[config.mk]
export PLATFORM = sky130hd
export DESIGN_NAME = ofpm_top
export DESIGN_NICKNAME = d
export VERILOG_FILES = /design/src/ofpm_pkg.sv /design/src/ofpm_ovr_det.sv /design/src/ofpm_sync.sv /design/src/ofpm_top.sv
export SDC_FILE = /design/constraint.sdc
export NUM_CORES = 1
export LEC_CHECK = 0
export BUFFER_PORTS_ARGS = -buffer_cell sky130_fd_sc_hd__buf_2
export CAP_MARGIN = 20
export CORE_MARGIN = 8
export CORE_UTILIZATION = 30
export CTS_CLUSTER_DIAMETER = 100
export DETAILED_ROUTE_END_ITERATION = 12
export GPL_ROUTABILITY_DRIVEN = 0
export SLEW_MARGIN = 0
export SYNTH_ARGS = -nofsm -noshare
export SYNTH_HDL_FRONTEND = slang
export SYNTH_HIERARCHICAL = 1
export SYNTH_SLANG_ARGS = --single-unit
[constraint.sdc]
create_clock -name sys_clk -period 2.68 [get_ports sys_clk]
set_input_delay 0.536 -clock sys_clk [delete_from_list [all_inputs] [get_ports sys_clk]]
set_output_delay 0.536 -clock sys_clk [all_outputs]
set_load 0.005 [all_outputs]
[src/ofpm_pkg.sv]
// Constants for the over-range flag and peak monitor block
package ofpm_pkg;
   // ****************************************
   // Serial port framing
   // ****************************************
   localparam int          SPI_BITS      = 24;
   localparam int          SPI_ADDR_BITS = 16;
   localparam logic [4:0]  SPI_LAST_BIT  = 5'h17;
   localparam logic [4:0]  SPI_ADDR_DONE = 5'h0F;
   localparam int          SPI_RW_POS    = 14;

   // ****************************************
   // Register offsets
   // ****************************************
   localparam logic [14:0] OFS_FLAG_CTRL  = 15'h0245;
   localparam logic [14:0] OFS_UPPER_LO   = 15'h0247;
   localparam logic [14:0] OFS_UPPER_HI   = 15'h0248;
   localparam logic [14:0] OFS_LOWER_LO   = 15'h0249;
   localparam logic [14:0] OFS_LOWER_HI   = 15'h024A;
   localparam logic [14:0] OFS_DWELL_LO   = 15'h024B;
   localparam logic [14:0] OFS_DWELL_HI   = 15'h024C;
   localparam logic [14:0] OFS_MON_SYNC   = 15'h026F;
   localparam logic [14:0] OFS_MON_CTRL   = 15'h0270;
   localparam logic [14:0] OFS_PERIOD_B0  = 15'h0271;
   localparam logic [14:0] OFS_PERIOD_B1  = 15'h0272;
   localparam logic [14:0] OFS_PERIOD_B2  = 15'h0273;
   localparam logic [14:0] OFS_RES_CTRL   = 15'h0274;
   localparam logic [14:0] OFS_RESULT_B0  = 15'h0275;
   localparam logic [14:0] OFS_RESULT_B1  = 15'h0276;
   localparam logic [14:0] OFS_RESULT_B2  = 15'h0277;

   // ****************************************
   // Field positions
   // ****************************************
   localparam int          FLD_FLAG_EN    = 0;
   localparam int          FLD_FORCE_VAL  = 2;
   localparam int          FLD_FORCE      = 3;
   localparam int          FLD_PEAK_EN    = 1;
   localparam int          FLD_RES_SEL    = 0;
   localparam int          FLD_RES_UPD    = 4;
   localparam int          RES_PAD_BITS   = 7;

   // ****************************************
   // Widths and reset values
   // ****************************************
   localparam int          THR_W          = 13;
   localparam int          DWELL_W        = 16;
   localparam int          PERIOD_W       = 24;
   localparam int          RESULT_W       = 20;
   localparam logic [7:0]  RST_ZERO       = 8'h00;
   localparam logic [7:0]  RST_PERIOD_B0  = 8'h80;
   localparam logic        RST_RES_SEL    = 1'b1;
endpackage

[src/ofpm_ovr_det.sv]
// Per-channel over-range comparator with dwell and force
`timescale 1ns/1ps
module ofpm_ovr_det
   import ofpm_pkg::*;
#(
   parameter int SMP_W = 12
) (
   // Clock and reset
   input  wire logic                    sys_clk,
   input  wire logic                    rstn,
   // Converter samples
   input  wire logic signed [SMP_W-1:0] sample,
   // Settings
   input  wire logic [ofpm_pkg::THR_W-1:0]   upper,
   input  wire logic [ofpm_pkg::THR_W-1:0]   lower,
   input  wire logic [ofpm_pkg::DWELL_W-1:0] dwell,
   input  wire logic                    flag_en,
   input  wire logic                    force_on,
   input  wire logic                    force_val,
   // Results
   output logic [ofpm_pkg::THR_W-1:0]   mag,
   output logic                         flag_q
);
   logic                 det_q;
   logic [DWELL_W-1:0]   dwell_cnt_q;
   logic [SMP_W-1:0]     abs_v;

   // Absolute magnitude, widened to threshold width
   always_comb begin
      abs_v = sample[SMP_W-1] ? SMP_W'(-sample) : SMP_W'(sample);
      mag   = THR_W'(abs_v);
   end

   // Set above upper, clear after dwell below lower
   always_ff @(posedge sys_clk or negedge rstn) begin
      if (!rstn) begin
         det_q       <= 1'b0;
         dwell_cnt_q <= '0;
      end else if (mag > upper) begin
         det_q       <= 1'b1;
         dwell_cnt_q <= '0;
      end else if (det_q && (mag < lower)) begin
         if (dwell_cnt_q >= dwell) begin
            det_q       <= 1'b0;
            dwell_cnt_q <= '0;
         end else begin
            dwell_cnt_q <= dwell_cnt_q + 1'b1;
         end
      end else begin
         dwell_cnt_q <= '0;
      end
   end

   // Pin level: forced value only while force is on
   always_ff @(posedge sys_clk or negedge rstn) begin
      if (!rstn) begin
         flag_q <= 1'b0;
      end else if (force_on) begin
         flag_q <= force_val;
      end else begin
         flag_q <= flag_en & det_q;
      end
   end
endmodule

[src/ofpm_sync.sv]
// Two-flop synchroniser for asynchronous pin inputs
`timescale 1ns/1ps
module ofpm_sync #(
   parameter int W = 1
) (
   // Clock and reset
   input  wire logic         sys_clk,
   input  wire logic         rstn,
   // Data
   input  wire logic [W-1:0] din,
   output logic      [W-1:0] dout
);
   logic [W-1:0] meta_q;

   // First stage feeds only the second
   always_ff @(posedge sys_clk or negedge rstn) begin
      if (!rstn) begin
         meta_q <= '0;
         dout   <= '0;
      end else begin
         meta_q <= din;
         dout   <= meta_q;
      end
   end
endmodule

[src/ofpm_top.sv]
// Over-range flags, peak monitor and serial control port
`timescale 1ns/1ps
// Functional notes
// - Force bit drives both flags with value
// - Force value ignored while force is off
// - Peak detector runs only when enabled
// - Result select one picks peak; resets one
// - Peak magnitude lands in result bits 19:7
// - Result bits 6:0 read as zero
// - Result bytes read-only, writes ignored
module ofpm_top
   import ofpm_pkg::*;
#(
   parameter int SMP_W = 12
) (
   // Clock and reset
   input  wire logic                    sys_clk,
   input  wire logic                    rstn,
   // Converter samples, one per decimated clock
   input  wire logic signed [SMP_W-1:0] sample_a,
   input  wire logic signed [SMP_W-1:0] sample_b,
   // Serial control port pins
   input  wire logic                    spi_csn,
   input  wire logic                    spi_sclk,
   input  wire logic                    spi_sdio_in,
   output logic                         spi_sdio_out,
   output logic                         spi_sdio_oen,
   // Over-range flag pins
   output logic                         overrange_flag_pin_a,
   output logic                         overrange_flag_pin_b
);
   import ofpm_pkg::*;

   // ****************************************
   // Pin synchronisation
   // ****************************************
   // Synchronised pins and detected serial clock edges
   logic [2:0]              pins_s;
   logic                    csn_s;
   logic                    sclk_s;
   logic                    sdi_s;
   logic                    sclk_prev_q;
   logic                    sclk_rise;
   logic                    sclk_fall;

   // Chip select travels inverted, so the cleared synchroniser
   // reads as deselected in the cycles just after reset
   ofpm_sync #(.W(3)) u_sync (
      .sys_clk (sys_clk),
      .rstn    (rstn),
      .din     ({!spi_csn, spi_sclk, spi_sdio_in}),
      .dout    (pins_s)
   );

   // Synchronised chip select, serial clock and data in
   assign csn_s  = !pins_s[2];
   assign sclk_s = pins_s[1];
   assign sdi_s  = pins_s[0];

   // Clock edge detection on synchronised level
   always_ff @(posedge sys_clk or negedge rstn) begin
      if (!rstn) begin
         sclk_prev_q <= 1'b0;
      end else begin
         sclk_prev_q <= sclk_s;
      end
   end

   // Edges count only inside a frame; falls launch read data
   assign sclk_rise = !csn_s && sclk_s && !sclk_prev_q;
   assign sclk_fall = !csn_s && !sclk_s && sclk_prev_q;

   // ****************************************
   // Serial frame decode
   // ****************************************
   // Frame position, input shifter and read shifter
   logic [4:0]              bit_cnt_q;
   logic [SPI_BITS-2:0]     shift_q;
   logic                    rd_q;
   logic                    in_data_q;
   logic [14:0]             addr_q;
   logic [7:0]              rdata_q;
   logic [7:0]              rd_mux;
   logic [14:0]             addr_w;
   logic [7:0]              wdata_w;
   logic                    wr_stb;

   // Address and data as they complete on the detected rise
   // A write lands only on the last rise, so a cut frame writes nothing
   assign addr_w  = {shift_q[13:0], sdi_s};
   assign wdata_w = {shift_q[6:0], sdi_s};
   assign wr_stb  = sclk_rise && (bit_cnt_q == SPI_LAST_BIT) && !rd_q;

   // Bit counter and input shifter
   // Chip select high drops a cut frame and restarts the count
   always_ff @(posedge sys_clk or negedge rstn) begin
      if (!rstn) begin
         bit_cnt_q <= '0;
         shift_q   <= '0;
         rd_q      <= 1'b0;
         in_data_q <= 1'b0;
         addr_q    <= '0;
      end else if (csn_s) begin
         bit_cnt_q <= '0;
         in_data_q <= 1'b0;
      end else if (sclk_rise) begin
         shift_q   <= {shift_q[SPI_BITS-3:0], sdi_s};
         bit_cnt_q <= (bit_cnt_q == SPI_LAST_BIT) ? '0 : bit_cnt_q + 1'b1;
         if (bit_cnt_q == SPI_ADDR_DONE) begin
            rd_q      <= shift_q[SPI_RW_POS];
            addr_q    <= addr_w;
            in_data_q <= 1'b1;
         end else if (bit_cnt_q == SPI_LAST_BIT) begin
            in_data_q <= 1'b0;
         end
      end
   end

   // Read data load after address, shifted out on falling edges
   always_ff @(posedge sys_clk or negedge rstn) begin
      if (!rstn) begin
         rdata_q      <= '0;
         spi_sdio_out <= 1'b0;
      end else if (sclk_rise && (bit_cnt_q == SPI_ADDR_DONE)) begin
         rdata_q <= rd_mux;
      end else if (sclk_fall && in_data_q && rd_q) begin
         spi_sdio_out <= rdata_q[7];
         rdata_q      <= {rdata_q[6:0], 1'b0};
      end
   end

   // Drive the data line only during a read data phase
   assign spi_sdio_oen = !(in_data_q && rd_q && !csn_s);

   // ****************************************
   // Control registers
   // ****************************************
   // Flag settings shared by both channels, then peak monitor settings
   logic                    flag_en_q;
   logic                    force_on_q;
   logic                    force_val_q;
   logic [THR_W-1:0]        upper_q;
   logic [THR_W-1:0]        lower_q;
   logic [DWELL_W-1:0]      dwell_q;
   logic [1:0]              mon_sync_q;
   logic                    peak_en_q;
   logic [PERIOD_W-1:0]     period_q;
   logic                    res_sel_q;

   // Register writes from the serial port
   // Reserved bits are dropped; result bytes ignore writes
   always_ff @(posedge sys_clk or negedge rstn) begin
      if (!rstn) begin
         flag_en_q   <= 1'b0;
         force_on_q  <= 1'b0;
         force_val_q <= 1'b0;
         upper_q     <= '0;
         lower_q     <= '0;
         dwell_q     <= '0;
         mon_sync_q  <= '0;
         peak_en_q   <= 1'b0;
         period_q    <= {RST_ZERO, RST_ZERO, RST_PERIOD_B0};
         res_sel_q   <= RST_RES_SEL;
      end else if (wr_stb) begin
         unique case (addr_q)
            OFS_FLAG_CTRL: begin
               flag_en_q   <= wdata_w[FLD_FLAG_EN];
               force_on_q  <= wdata_w[FLD_FORCE];
               force_val_q <= wdata_w[FLD_FORCE_VAL];
            end
            OFS_UPPER_LO:  upper_q[7:0]           <= wdata_w;
            OFS_UPPER_HI:  upper_q[THR_W-1:8]     <= wdata_w[THR_W-9:0];
            OFS_LOWER_LO:  lower_q[7:0]           <= wdata_w;
            OFS_LOWER_HI:  lower_q[THR_W-1:8]     <= wdata_w[THR_W-9:0];
            OFS_DWELL_LO:  dwell_q[7:0]           <= wdata_w;
            OFS_DWELL_HI:  dwell_q[15:8]          <= wdata_w;
            OFS_MON_SYNC:  mon_sync_q             <= wdata_w[1:0];
            OFS_MON_CTRL:  peak_en_q              <= wdata_w[FLD_PEAK_EN];
            OFS_PERIOD_B0: period_q[7:0]          <= wdata_w;
            OFS_PERIOD_B1: period_q[15:8]         <= wdata_w;
            OFS_PERIOD_B2: period_q[23:16]        <= wdata_w;
            OFS_RES_CTRL:  res_sel_q              <= wdata_w[FLD_RES_SEL];
            default: ;
         endcase
      end
   end

   // ****************************************
   // Over-range detectors
   // ****************************************
   logic [THR_W-1:0]        mag_a;

   // Channel A, whose magnitude also feeds the peak monitor
   ofpm_ovr_det #(.SMP_W(SMP_W)) u_det_a (
      .sys_clk   (sys_clk),
      .rstn      (rstn),
      .sample    (sample_a),
      .upper     (upper_q),
      .lower     (lower_q),
      .dwell     (dwell_q),
      .flag_en   (flag_en_q),
      .force_on  (force_on_q),
      .force_val (force_val_q),
      .mag       (mag_a),
      .flag_q    (overrange_flag_pin_a)
   );

   // Channel B, driving its flag pin only
   ofpm_ovr_det #(.SMP_W(SMP_W)) u_det_b (
      .sys_clk   (sys_clk),
      .rstn      (rstn),
      .sample    (sample_b),
      .upper     (upper_q),
      .lower     (lower_q),
      .dwell     (dwell_q),
      .flag_en   (flag_en_q),
      .force_on  (force_on_q),
      .force_val (force_val_q),
      .mag       (),
      .flag_q    (overrange_flag_pin_b)
   );

   // ****************************************
   // Peak monitor
   // ****************************************
   // Period counter, running peak and last finished period
   logic [PERIOD_W-1:0]     per_cnt_q;
   logic [THR_W-1:0]        peak_q;
   logic [THR_W-1:0]        hold_q;
   logic [THR_W-1:0]        peak_next;
   logic [RESULT_W-1:0]     result_q;
   logic                    upd_stb;

   // Larger of the running peak and the current magnitude
   assign peak_next = (mag_a > peak_q) ? mag_a : peak_q;

   // Period count and running maximum while enabled
   // A period of 0 or 1 both give a one-cycle window
   always_ff @(posedge sys_clk or negedge rstn) begin
      if (!rstn) begin
         per_cnt_q <= '0;
         peak_q    <= '0;
         hold_q    <= '0;
      end else if (!peak_en_q) begin
         per_cnt_q <= '0;
         peak_q    <= '0;
      end else if (per_cnt_q <= PERIOD_W'(1)) begin
         hold_q    <= peak_next;
         peak_q    <= '0;
         per_cnt_q <= period_q;
      end else begin
         peak_q    <= peak_next;
         per_cnt_q <= per_cnt_q - 1'b1;
      end
   end

   // Update bit self-clears: it acts on the write strobe only
   assign upd_stb = wr_stb && (addr_q == OFS_RES_CTRL) && wdata_w[FLD_RES_UPD];

   // Result snapshot on self-clearing update
   // Select zero is reserved and gives an all-zero result
   always_ff @(posedge sys_clk or negedge rstn) begin
      if (!rstn) begin
         result_q <= '0;
      end else if (upd_stb) begin
         if (wdata_w[FLD_RES_SEL]) begin
            result_q <= {hold_q, RES_PAD_BITS'(0)};
         end else begin
            result_q <= '0;
         end
      end
   end

   // ****************************************
   // Read multiplexer
   // ****************************************
   // Read byte chosen as the last address bit arrives
   // Unmapped places and write-only bits read as zero
   always_comb begin
      rd_mux = RST_ZERO;
      unique case (addr_w)
         OFS_FLAG_CTRL: begin
            rd_mux[FLD_FLAG_EN]   = flag_en_q;
            rd_mux[FLD_FORCE]     = force_on_q;
            rd_mux[FLD_FORCE_VAL] = force_val_q;
         end
         OFS_UPPER_LO:  rd_mux = upper_q[7:0];
         OFS_UPPER_HI:  rd_mux = 8'(upper_q[THR_W-1:8]);
         OFS_LOWER_LO:  rd_mux = lower_q[7:0];
         OFS_LOWER_HI:  rd_mux = 8'(lower_q[THR_W-1:8]);
         OFS_DWELL_LO:  rd_mux = dwell_q[7:0];
         OFS_DWELL_HI:  rd_mux = dwell_q[15:8];
         OFS_MON_SYNC:  rd_mux = 8'(mon_sync_q);
         OFS_MON_CTRL:  rd_mux[FLD_PEAK_EN] = peak_en_q;
         OFS_PERIOD_B0: rd_mux = period_q[7:0];
         OFS_PERIOD_B1: rd_mux = period_q[15:8];
         OFS_PERIOD_B2: rd_mux = period_q[23:16];
         OFS_RES_CTRL:  rd_mux[FLD_RES_SEL] = res_sel_q;   // Update bit reads 0
         OFS_RESULT_B0: rd_mux = result_q[7:0];
         OFS_RESULT_B1: rd_mux = result_q[15:8];
         OFS_RESULT_B2: rd_mux = 8'(result_q[RESULT_W-1:16]);
         default:       rd_mux = RST_ZERO;
      endcase
   end
endmodule

==> metrics.md, run 1 <==
| Metric | Value |
|---|---|
| Root Driver | `clkbuf_16` |
| Via count | `10400` |
| Worst path required time | `3.13 ns` |
| Leakage | `7.50 nW` |
| Die area | `51300 sq um` |
| CTS tree | `done` |
| Syn avg cell area | `10.3 sq um` |
| Port Buffers | `32` |
| Initial antenna violation count | `0` |
| Pre-CTS setup slack | `-0.869 ns` |
| CTS clock-pin slew for the worst setup and hold paths | `0.06 ns` |
| Post-route antenna net violation count | `0` |
| CP endpoint kind | `flop` |
| Max-slew violations | `0` |
| Switching portion of total power | `27.8%` |
| Worst path slowest cell | `a221o_2` |
| DRC | `0` |
| Critical path, cell by cell | `buf_6 -> nor2_4 -> nand4b_1 -> or3_4 -> o31ai_4 -> xnor2_2 -> buf_4 -> ha_4 -> and4b_1 -> inv_1 -> nor3_2 -> a221o_2 -> buf_8 -> nor4_4` |
| Die Ht | `227 microns` |
| # nets final | `1561` |
| 1st-pass router iterations | `5` |
| CTS sink cnt | `225` |
| Synth Instances | `1294` |
| I/O pin cnt | `33` |
| # fillers | `4283` |
| Sequential power share | `40.8%` |
| Psw | `2.44 mW` |
| HP Class | `in -> async` |
| Ys Warns | `6` |
| Area growth from synthesis to layout | `28.0%` |
| Arrival @ worst endpoint | `3.29 ns` |
| CP max stage delay | `0.46 ns` |
| Vias in the first global route | `10600` |
| Core Rows | `77` |
| Final Hold Vio Count | `0` |
| Initial Utilization | `30.2%` |
| Number of CTS-inserted buffers | `26` |
| CP top delay family | `simple AND/OR/NAND/NOR gates` |
| Max Clock Freq | `351 MHz` |
| Clock Power Share | `41.8%` |
| H-tree Lvls | `1` |
| Routed WL per cell | `17.7 microns` |
| Critical path type | `in -> reg` |
| Cts hold-fix bufs | `0` |
| Total Routing Usage GR | `13.9%` |
| VDD IR max | `0.492 mV` |
| Mapped Nets | `1422` |
| Antenna fix cells | `0` |
| Share of cells above drive strength 1 | `32.6%` |
| Fin crit share | `106%` |
| Crit start category | `primary input` |
| Outcome | `complete, but fails checks` |
| Clk Latency, worst-skew pair | `0.54 ns` |
| Core ar. | `44000 sq um` |
| RSZ-0062 raised after global routing | `true` |
| CTS Buffer Depth | `3` |
| Cell Int Power | `6.32 mW` |
| Min cycle time layout | `2.85 ns` |
| Most common cell after layout, fill and taps aside | `dfrtp_1` |
| PD cells | `514 nW/um^2` |
| DR iter-0 viols | `704` |
| Synthesized area | `13300 sq um` |
| Global-route wire length before repair | `58000 microns` |
| Crit path buf inv count | `4` |
| Most frequent cells in the layout | `223 x dfrtp_1, 116 x buf_4, 108 x mux2_2` |
| Comb pwr share | `17.3%` |
| Max cap viols | `0` |
| Die X | `227 microns` |
| Crit Path Max Fanout | `6` |
| Post-DR vias/cell | `5.07` |
| Slew headroom | `29.6%` |
| Routed WL | `36200 microns` |
| Post-layout util | `38.7%` |
| Grt total ovfl | `0` |
| DPL Wire Length | `26300 microns` |
| Largest net degree at the start of global routing | `90` |
| Final setup vio count | `56` |
| Worst slew pin tran | `1.05 ns` |
| Clock skew | `0.0134 ns` |
| Failing checks | `negative setup slack` |
| Slack of the critical path | `-0.168 ns` |
[flip-flops by register name, summed over array words and instances (netlist names), 2 cells and up]
| register | flops |
|---|---|
| per_cnt_q | 24 |
| period_q | 24 |
| dwell_q | 16 |
| u_det_a/dwell_cnt_q | 16 |
| u_det_b/dwell_cnt_q | 16 |
| addr_q | 15 |
| shift_q | 15 |
| hold_q | 13 |
| lower_q | 13 |
| peak_q | 13 |
| result_q | 13 |
| upper_q | 13 |
| rdata_q | 8 |
| bit_cnt_q | 5 |
| u_sync/dout | 3 |
| u_sync/meta_q | 3 |
| mon_sync_q | 2 |
[stage by stage]
stage,TNS (ns),power (mW),instances,hold WS (ns),area (sq um)
final,-5.52,8.75,2045,0.00736,17000
after floorplan,-21.94,4.34,1294,0.240,13600
after global placement,-41.29,4.88,1975,0.336,15100
after CTS,-5.45,8.74,2039,0.0369,16700
after global routing,-12.03,9.07,2045,0.0499,17000
after detailed placement,-45.37,4.91,1975,0.336,15100
[metal layers]
| layer | wire [microns] | global-route usage (%) |
|---|---|---|
| met3 | 1420 | 1.59 |
| met2 | 17600 | 23.9 |
| met1 | 16100 | 18.3 |
| met4 | 959 | 4.08 |
| met5 | 0 | 0 |
[area by class of cell]
cell class,count,area [sq um],area share (%)
inverters,111,457,2.68
multi-input cells,898,7800,45.8
flip-flops and latches,225,5630,33.1
well taps,592,741,4.35
repair buffers,171,1500,8.83
clock inverters,14,166,0.977
clock buffers,34,731,4.29
[power groups by stage]
stage	registers [mW]	logic [mW]	clock network (mW)
CTS	3.57	1.43	3.74
finish	3.58	1.52	3.66
global route	3.58	1.63	3.86
global placement	3.63	1.26	0
floorplan	3.58	0.763	0
detailed placement	3.63	1.28	0
[final timing paths]
| kind | depth (start not counted) | from | endpoint | slack [ns] |
|---|---|---|---|---|
| max | 14 | sample_a[3] | u_det_a/dwell_cnt_q[2] | -0.17 |
| min | 1 | rstn | u_sync/meta_q[0] | 0.007 |
| max reg2reg | 7 | per_cnt_q[10] | hold_q[2] | 0 |
| min reg2reg | 0 | u_sync/meta_q[2] | u_sync/dout[2] | 0.35 |
| max in group asynchronous | 2 | rstn | dwell_q[14] | 1.88 |
| min in group sys_clk | 1 | spi_sclk | u_sync/meta_q[1] | 0.10 |
[worst register-to-register path, delay by kind of cell (launching register included)]
family | cells | cell delay (ns)
simple gates | 5 | 1.97
buf+inv | 1 | 0.16
flops | 1 | 0.38
compound gates | 1 | 0.05
[repair_timing]
| action | 4_1_cts | 5_1_grt |
|---|---|---|
| pin swaps | 35 | 24 |
| cloned | 3 | 0 |
| gates resized for setup | 87 | 56 |
| setup buffers | 13 | 6 |
| endpoints found under the setup margin | 67 | 110 |
No activity file was read; power rests on OpenSTA's default activity.
==> run 2: changes to the inputs <==
--- a/config.mk
+++ b/config.mk
@@ -7,11 +7,15 @@
 export LEC_CHECK = 0
 export BUFFER_PORTS_ARGS = -buffer_cell sky130_fd_sc_hd__buf_2
 export CAP_MARGIN = 20
+export CELL_PAD_IN_SITES_DETAIL_PLACEMENT = 0
+export CELL_PAD_IN_SITES_GLOBAL_PLACEMENT = 2
 export CORE_MARGIN = 8
 export CORE_UTILIZATION = 30
+export CTS_BUF_LIST = sky130_fd_sc_hd__clkbuf_4
 export CTS_CLUSTER_DIAMETER = 100
 export DETAILED_ROUTE_END_ITERATION = 12
 export GPL_ROUTABILITY_DRIVEN = 0
+export PLACE_DENSITY_LB_ADDON = 0.1
 export SLEW_MARGIN = 0
 export SYNTH_ARGS = -nofsm -noshare
 export SYNTH_HDL_FRONTEND = slang
==> run 2 against run 1 <==
Effect of this change:
- the flow still finishes with violations (negative setup slack)
- global-route usage is 2.2 points higher
- core utilization up 0.40 points
- cell count is 4.4% higher
- non-clock buffer count rose by 19
- via count grew 0.27%
- fmax is 2.2% higher
- sequential share of layout area decreased by 0.32 points
- register-to-register slack got worse by 0.03 ns
- count of clock-buffer cells in the layout is 63 higher
- worst setup slack better by 0.060 ns
- die area did not move
- largest cell class unchanged
- clock skew is 0.036 ns higher
==> metrics.md, run 2 (same netlist as run 1, synthesis figures left out) <==
| Metric | Value |
|---|---|
| Failing checks | `negative setup slack` |
| Max-slew violations | `0 (unchanged)` |
| Switching portion of total power | `29.2% (+1.4 points)` |
| Die area | `51300 sq um (unchanged)` |
| Die X | `227 microns (unchanged)` |
| CTS Buffer Depth | `3 (unchanged)` |
| Crit Path Max Fanout | `4 (-2)` |
| Slew headroom | `51.3% (+22 points)` |
| Critical path type | `in -> reg` |
| Largest regs | `per_cnt_q (24), period_q (24)` |
| CTS sink cnt | `225 (unchanged)` |
| DR iter-0 viols | `474 (-33%)` |
| Final Hold Vio Count | `0 (unchanged)` |
| Max Clock Freq | `359 MHz (+2.2%)` |
| Routed WL per cell | `19.4 microns (+9.9%)` |
| Total Routing Usage GR | `16.2% (+2.2 points)` |
| Min cycle time layout | `2.79 ns (-0.0601 ns)` |
| Comb pwr share | `17.2% (about the same)` |
| # nets final | `1624 (+4.0%)` |
| Vias in the first global route | `10700 (+0.77%)` |
| Design Power | `8.57 mW (-2.2%)` |
| Clk Latency, worst-skew pair | `0.75 ns (+0.21 ns)` |
| RSZ-0062 raised after global routing | `true` |
| CTS tree | `done` |
| Most frequent cells in the layout | `221 x dfrtp_1, 123 x buf_4, 108 x mux2_2` |
| DPL Wire Length | `30200 microns (+15%)` |
| Core Rows | `77 (unchanged)` |
| Fin crit share | `104% (-2.2 points)` |
| Root Driver | `clkbuf_4` |
| Post-Place Cell Area | `15300 sq um (+1.4%)` |
| Post-DR vias/cell | `4.87 (-3.9%)` |
| Psw | `2.50 mW (+2.8%)` |
| Initial antenna violation count | `2 (+2)` |
| Clock skew | `0.0492 ns (+0.0358 ns)` |
| Leakage | `7.63 nW (+1.7%)` |
| Total negative slack | `-0.868 ns (+4.66 ns)` |
| Post-route antenna net violation count | `0 (unchanged)` |
| Worst path required time | `3.32 ns (+0.19 ns)` |
| Global-route wire length before repair | `63400 microns (+9.4%)` |
| Core ar. | `44000 sq um (unchanged)` |
| Outcome | `complete, but fails checks` |
| Sequential power share | `42.1% (+1.3 points)` |
| 1st-pass router iterations | `5 (unchanged)` |
| VDD IR max | `0.247 mV (-50%)` |
| Number of CTS-inserted buffers | `70 (+170%)` |
| Crit start category | `primary input` |
| Routed WL | `41500 microns (+15%)` |
| Design area | `17200 sq um (+1.0%)` |
| Worst slew pin tran | `0.729 ns (-0.324 ns)` |
| Max cap viols | `0 (unchanged)` |
| Most common cell after layout, fill and taps aside | `dfrtp_1` |
| Arrival @ worst endpoint | `3.42 ns (+0.13 ns)` |
| Die Ht | `227 microns (unchanged)` |
| HP Class | `in -> reg` |
| I/O pin cnt | `33 (unchanged)` |
| Clock Power Share | `40.6% (-1.2 points)` |
| CP endpoint kind | `flop` |
| Share of cells above drive strength 1 | `36.5% (+4.0 points)` |
| H-tree Lvls | `3 (+2)` |
| WHS | `0.299 ns (+0.292 ns)` |
| Via count | `10400 (+0.27%)` |
| Cell Int Power | `6.06 mW (-4.1%)` |
| PD cells | `498 nW/um^2 (-3.2%)` |
| CTS clock-pin slew for the worst setup and hold paths | `0.06 ns (about the same)` |
| Grt total ovfl | `0 (unchanged)` |
| Area growth from synthesis to layout | `29.3%` |
| Final setup vio count | `35 (-38%)` |
| Pre-CTS setup slack | `-0.896 ns (-0.0267 ns)` |
| Slack of the critical path | `-0.108 ns (+0.0601 ns)` |
| Port Buffers | `32 (unchanged)` |
| DRC | `0 (unchanged)` |
| Largest net degree at the start of global routing | `71 (-21%)` |
| Initial Utilization | `30.2% (unchanged)` |
==> run 2: area by class of cell <==
| type | count | area, sq um |
|---|---|---|
| Inverter | 111 | 457 |
| Timing Repair Buffer | 190 | 1810 |
| Clock buffer | 97 | 728 |
| Antenna cell | 3 | 7.51 |
| Fill cell | 4443 | 26800 |
| Clock inverter | 18 | 153 |
| Tap cell | 592 | 741 |
| Sequential cell | 225 | 5640 |
| Multi-Input combinational cell | 898 | 7670 |
==> run 2: per-stage QoR <==
stage / std cells / util [%]
4_1_cts: 2110 / 37.1
2_1_floorplan: 1294 / -
6_report: 2134 / 39.1
3_3_place_gp: 1990 / 34.8
5_1_grt: 2134 / 39.1
3_5_place_dp: 1990 / 34.8
==> run 2: per-layer routing <==
metal | vias up | share of wire [%] | global-route usage (%)
met3 | 42 | 3.3 | 3.25
met1 | 5102 | 48 | 21.4
li1 | 5105 | - | -
met4 | 0 | 1.6 | 5.12
met2 | 154 | 48 | 26.2
met5 | - | 0 | 0
==> run 2: critical path, cell delays in order <==
cell and delay [ns]:
buf_6 0.10, nor2_4 0.10, nand4b_1 0.13, or3_4 0.43
o31ai_4 0.21, xnor2_2 0.19, buf_12 0.15, buf_4 0.11
ha_4 0.18, and4b_1 0.18, inv_1 0.07, nor3_2 0.04
a221o_2 0.46, buf_4 0.17, a221o_2 0.36
==> run 2: power groups by stage <==
stage	combinational (mW)	sequential (mW)	clock, mW
after floorplan	0.763	3.58	0
after detailed placement	1.38	3.66	0
after global placement	1.37	3.67	0
after CTS	1.39	3.60	3.67
after global routing	1.62	3.61	3.86
final	1.48	3.61	3.48
==> run 2: worst paths after layout <==
path	startpoint	slack [ns]	cells after the start	to
worst min register to register	u_sync/meta_q[2]	0.35	0	u_sync/dout[2]
worst max-delay path	sample_a[2]	-0.11	15	u_det_a/det_q
min in group asynchronous	rstn	0.32	2	hold_q[3]
worst min-delay path	sample_a[0]	0.30	4	peak_q[0]
worst max register to register	per_cnt_q[5]	-0.03	7	per_cnt_q[2]
max in group asynchronous	rstn	1.50	3	lower_q[12]
==> run 2: repair_timing <==
item                                   in CTS  in global routing
endpoints found under the hold margin      65                  0
pin swaps                                   2                 25
setup endpoints to repair                  84                117
setup buffers                               0                 10
cloned                                      1                 11
hold buffers                                4                  0
gates resized for setup                     8                111
==> run 3: changes to the inputs <==
--- a/config.mk
+++ b/config.mk
@@ -11,7 +11,7 @@
 export CELL_PAD_IN_SITES_GLOBAL_PLACEMENT = 2
 export CORE_MARGIN = 8
 export CORE_UTILIZATION = 30
-export CTS_BUF_LIST = sky130_fd_sc_hd__clkbuf_4
+export CTS_BUF_LIST = sky130_fd_sc_hd__clkbuf_4 sky130_fd_sc_hd__clkbuf_8
 export CTS_CLUSTER_DIAMETER = 100
 export DETAILED_ROUTE_END_ITERATION = 12
 export GPL_ROUTABILITY_DRIVEN = 0
@@ -21,3 +21,4 @@
 export SYNTH_HDL_FRONTEND = slang
 export SYNTH_HIERARCHICAL = 1
 export SYNTH_SLANG_ARGS = --single-unit
+export TNS_END_PERCENT = 10
==> run 3 against run 2 <==
Effect of this change:
- the flow still finishes with violations (negative setup slack)
- design area is 3.1% lower
- cell count down 2.3%
- first-iteration DRC count decreased by 1.3%
- via count shrank 1.4%
- fmax is 1.6% lower
- sequential share of layout area up 1.0 points
- non-clock buffer count is 13 lower
- flip-flop and latch count unchanged
- register-to-register slack gained 0.04 ns
- sequential power about the same
- critical path depth fell by 1
- combinational power down 5%
- critical path type unchanged
- largest cell class unchanged
==> metrics.md, run 3 (same netlist as run 1, synthesis figures left out) <==
| Metric | Value |
|---|---|
| Highest routed layer | `met4` |
| Cell Int Power | `6.44 mW (+6.3%)` |
| Comb pwr share | `15.7% (-1.5 points)` |
| Die area | `51300 sq um (unchanged)` |
| Min cycle time layout | `2.83 ns (+0.0453 ns)` |
| Area growth from synthesis to layout | `25.3%` |
| I/O pin cnt | `33 (unchanged)` |
| Most frequent cells in the layout | `222 x dfrtp_1, 123 x buf_4, 108 x mux2_2` |
| Most common cell after layout, fill and taps aside | `dfrtp_1` |
| Crit start category | `primary input` |
| Number of CTS-inserted buffers | `44 (-37%)` |
| Routed wire length on met3 | `1510 microns (+11%)` |
| PD cells | `537 nW/um^2 (+7.8%)` |
| Max Clock Freq | `353 MHz (-1.6%)` |
| Total negative slack | `-3.49 ns (-2.62 ns)` |
| Root Driver | `clkbuf_8` |
| Leakage | `7.39 nW (-3.2%)` |
| Arrival @ worst endpoint | `3.30 ns (-0.12 ns)` |
| Slew headroom | `48.2% (-3.2 points)` |
| Met2 wire len | `17900 microns (-9.2%)` |
| # nets final | `1585 (-2.4%)` |
| Initial antenna violation count | `1 (-1)` |
| Initial Utilization | `30.2% (unchanged)` |
| RSZ-0062 raised after global routing | `true` |
| DPL Wire Length | `30400 microns (+0.65%)` |
| Grt total ovfl | `0 (unchanged)` |
| VDD IR max | `0.288 mV (+16%)` |
| Post-DR vias/cell | `4.92 (+0.94%)` |
| Worst path required time | `3.15 ns (-0.17 ns)` |
| Clock Power Share | `44.1% (+3.5 points)` |
| Core ar. | `44000 sq um (unchanged)` |
| Crit Path Max Fanout | `11 (+7)` |
| CP endpoint kind | `flop` |
| R2r setup slk | `0.01 ns (+0.04 ns)` |
| Design Power | `8.94 mW (+4.4%)` |
| Max-slew violations | `0 (unchanged)` |
| Crit path buf inv count | `3 (-2)` |
| CTS Buffer Depth | `3 (unchanged)` |
| CTS tree | `done` |
| Switching portion of total power | `28.0% (-1.2 points)` |
| HP Class | `in -> reg` |
| DRC | `0 (unchanged)` |
| Final setup vio count | `56 (+60%)` |
| Share of cells above drive strength 1 | `32.8% (-3.7 points)` |
| Fin crit share | `106% (+1.7 points)` |
| Post-route antenna net violation count | `0 (unchanged)` |
| CTS clock-pin slew for the worst setup and hold paths | `0.05 ns (about the same)` |
| Port Buffers | `32 (unchanged)` |
| Worst path slowest cell | `or3_4` |
| Core Rows | `77 (unchanged)` |
| Global-route wire length before repair | `63600 microns (+0.24%)` |
| Die X | `227 microns (unchanged)` |
| Via count | `10300 (-1.4%)` |
| Routed WL | `40000 microns (-3.7%)` |
| Failing checks | `negative setup slack` |
| Total Routing Usage GR | `16.1% (-0.11 points)` |
| 1st-pass router iterations | `5 (unchanged)` |
| Clk Latency, worst-skew pair | `0.60 ns (-0.15 ns)` |
| Routed WL per cell | `19.2 microns (-1.4%)` |
| Most frequent CP cell | `nand4b_1` |
| Sequential power share | `40.2% (-1.9 points)` |
| Vias in the first global route | `10700 (unchanged)` |
| CP top delay family | `simple AND/OR/NAND/NOR gates` |
| H-tree Lvls | `2 (-1)` |
| Largest regs | `per_cnt_q (24), period_q (24)` |
| Largest net degree at the start of global routing | `72 (+1.4%)` |
| Final Hold Vio Count | `0 (unchanged)` |
| Die Ht | `227 microns (unchanged)` |
| Post-layout util | `37.9% (-1.2 points)` |
| Worst slew pin tran | `0.771 ns (+0.0423 ns)` |
| Critical path type | `in -> reg` |
| CTS sink cnt | `225 (unchanged)` |
| Psw | `2.50 mW (about the same)` |
| Metal-1 WL | `19000 microns (-3.5%)` |
| Outcome | `complete, but fails checks` |
| Pre-CTS setup slack | `-0.909 ns (-0.0134 ns)` |
| DR iter-0 viols | `468 (-1.3%)` |
| Critical path, cell by cell | `buf_8 -> nor2_4 -> nand4b_1 -> or3_4 -> o31ai_4 -> xnor2_2 -> buf_4 -> ha_1 -> nand4b_1 -> nor2_1 -> or3_1 -> o21a_1 -> buf_12 -> a221o_2` |
| Max cap viols | `0 (unchanged)` |
| CP max stage delay | `0.38 ns (-0.08 ns)` |
| Slack of the critical path | `-0.154 ns (-0.0453 ns)` |
| Clock skew | `0.0247 ns (-0.0245 ns)` |
[run 3: power groups by stage]
stage | clock (mW) | sequential [mW] | combinational, mW
2_1_floorplan | 0 | 3.58 | 0.739
3_3_place_gp | 0 | 3.65 | 1.36
3_5_place_dp | 0 | 3.65 | 1.36
4_1_cts | 4.11 | 3.59 | 1.40
5_1_grt | 4.27 | 3.60 | 1.55
6_report | 3.95 | 3.59 | 1.40
[run 3: worst paths after layout]
check                            startpoint                to  cells after the start
setup / recovery                sample_a[3]     u_det_a/det_q                     14
hold / removal                     spi_sclk  u_sync/meta_q[1]                      1
setup reg to reg              per_cnt_q[10]     per_cnt_q[10]                      6
hold reg to reg            u_sync/meta_q[0]    u_sync/dout[0]                      0
max in group asynchronous              rstn       shift_q[13]                      3
min in group asynchronous              rstn         peak_q[3]                      2
[run 3: final cells by class]
| cell class | instances | area [sq um] |
|---|---|---|
| inverter | 111 | 442 |
| sequential | 225 | 5630 |
| clock inverter | 10 | 134 |
| fill | 4444 | 27400 |
| clock buffer | 71 | 883 |
| antenna | 1 | 2.50 |
| tap | 592 | 741 |
| timing repair buffer | 177 | 1470 |
| multi-input combinational | 898 | 7360 |
[run 3: repair_timing]
action                                  in CTS  in global routing
pin swaps                                   13                  7
endpoints found under the hold margin       63                  0
setup buffers                                4                  2
endpoints found under the setup margin      89                117
resized for setup                           28                 31
hold buffers                                 2                  0
[run 3: per-layer routing]
metal / global-route usage, % / vias up
li1: - / 4991
met5: 0 / -
met4: 6.94 / 0
met3: 2.42 / 81
met1: 22.0 / 4985
met2: 25.0 / 203
[run 3: stage by stage]
step,instances,instance area [sq um],hold slack (ns)
final,2085,16700,0.0653
after global placement,1995,15300,0.338
after floorplan,1294,13500,0.240
after CTS,2082,16500,0.00198
after global routing,2085,16700,0.0239
after detailed placement,1995,15300,0.338
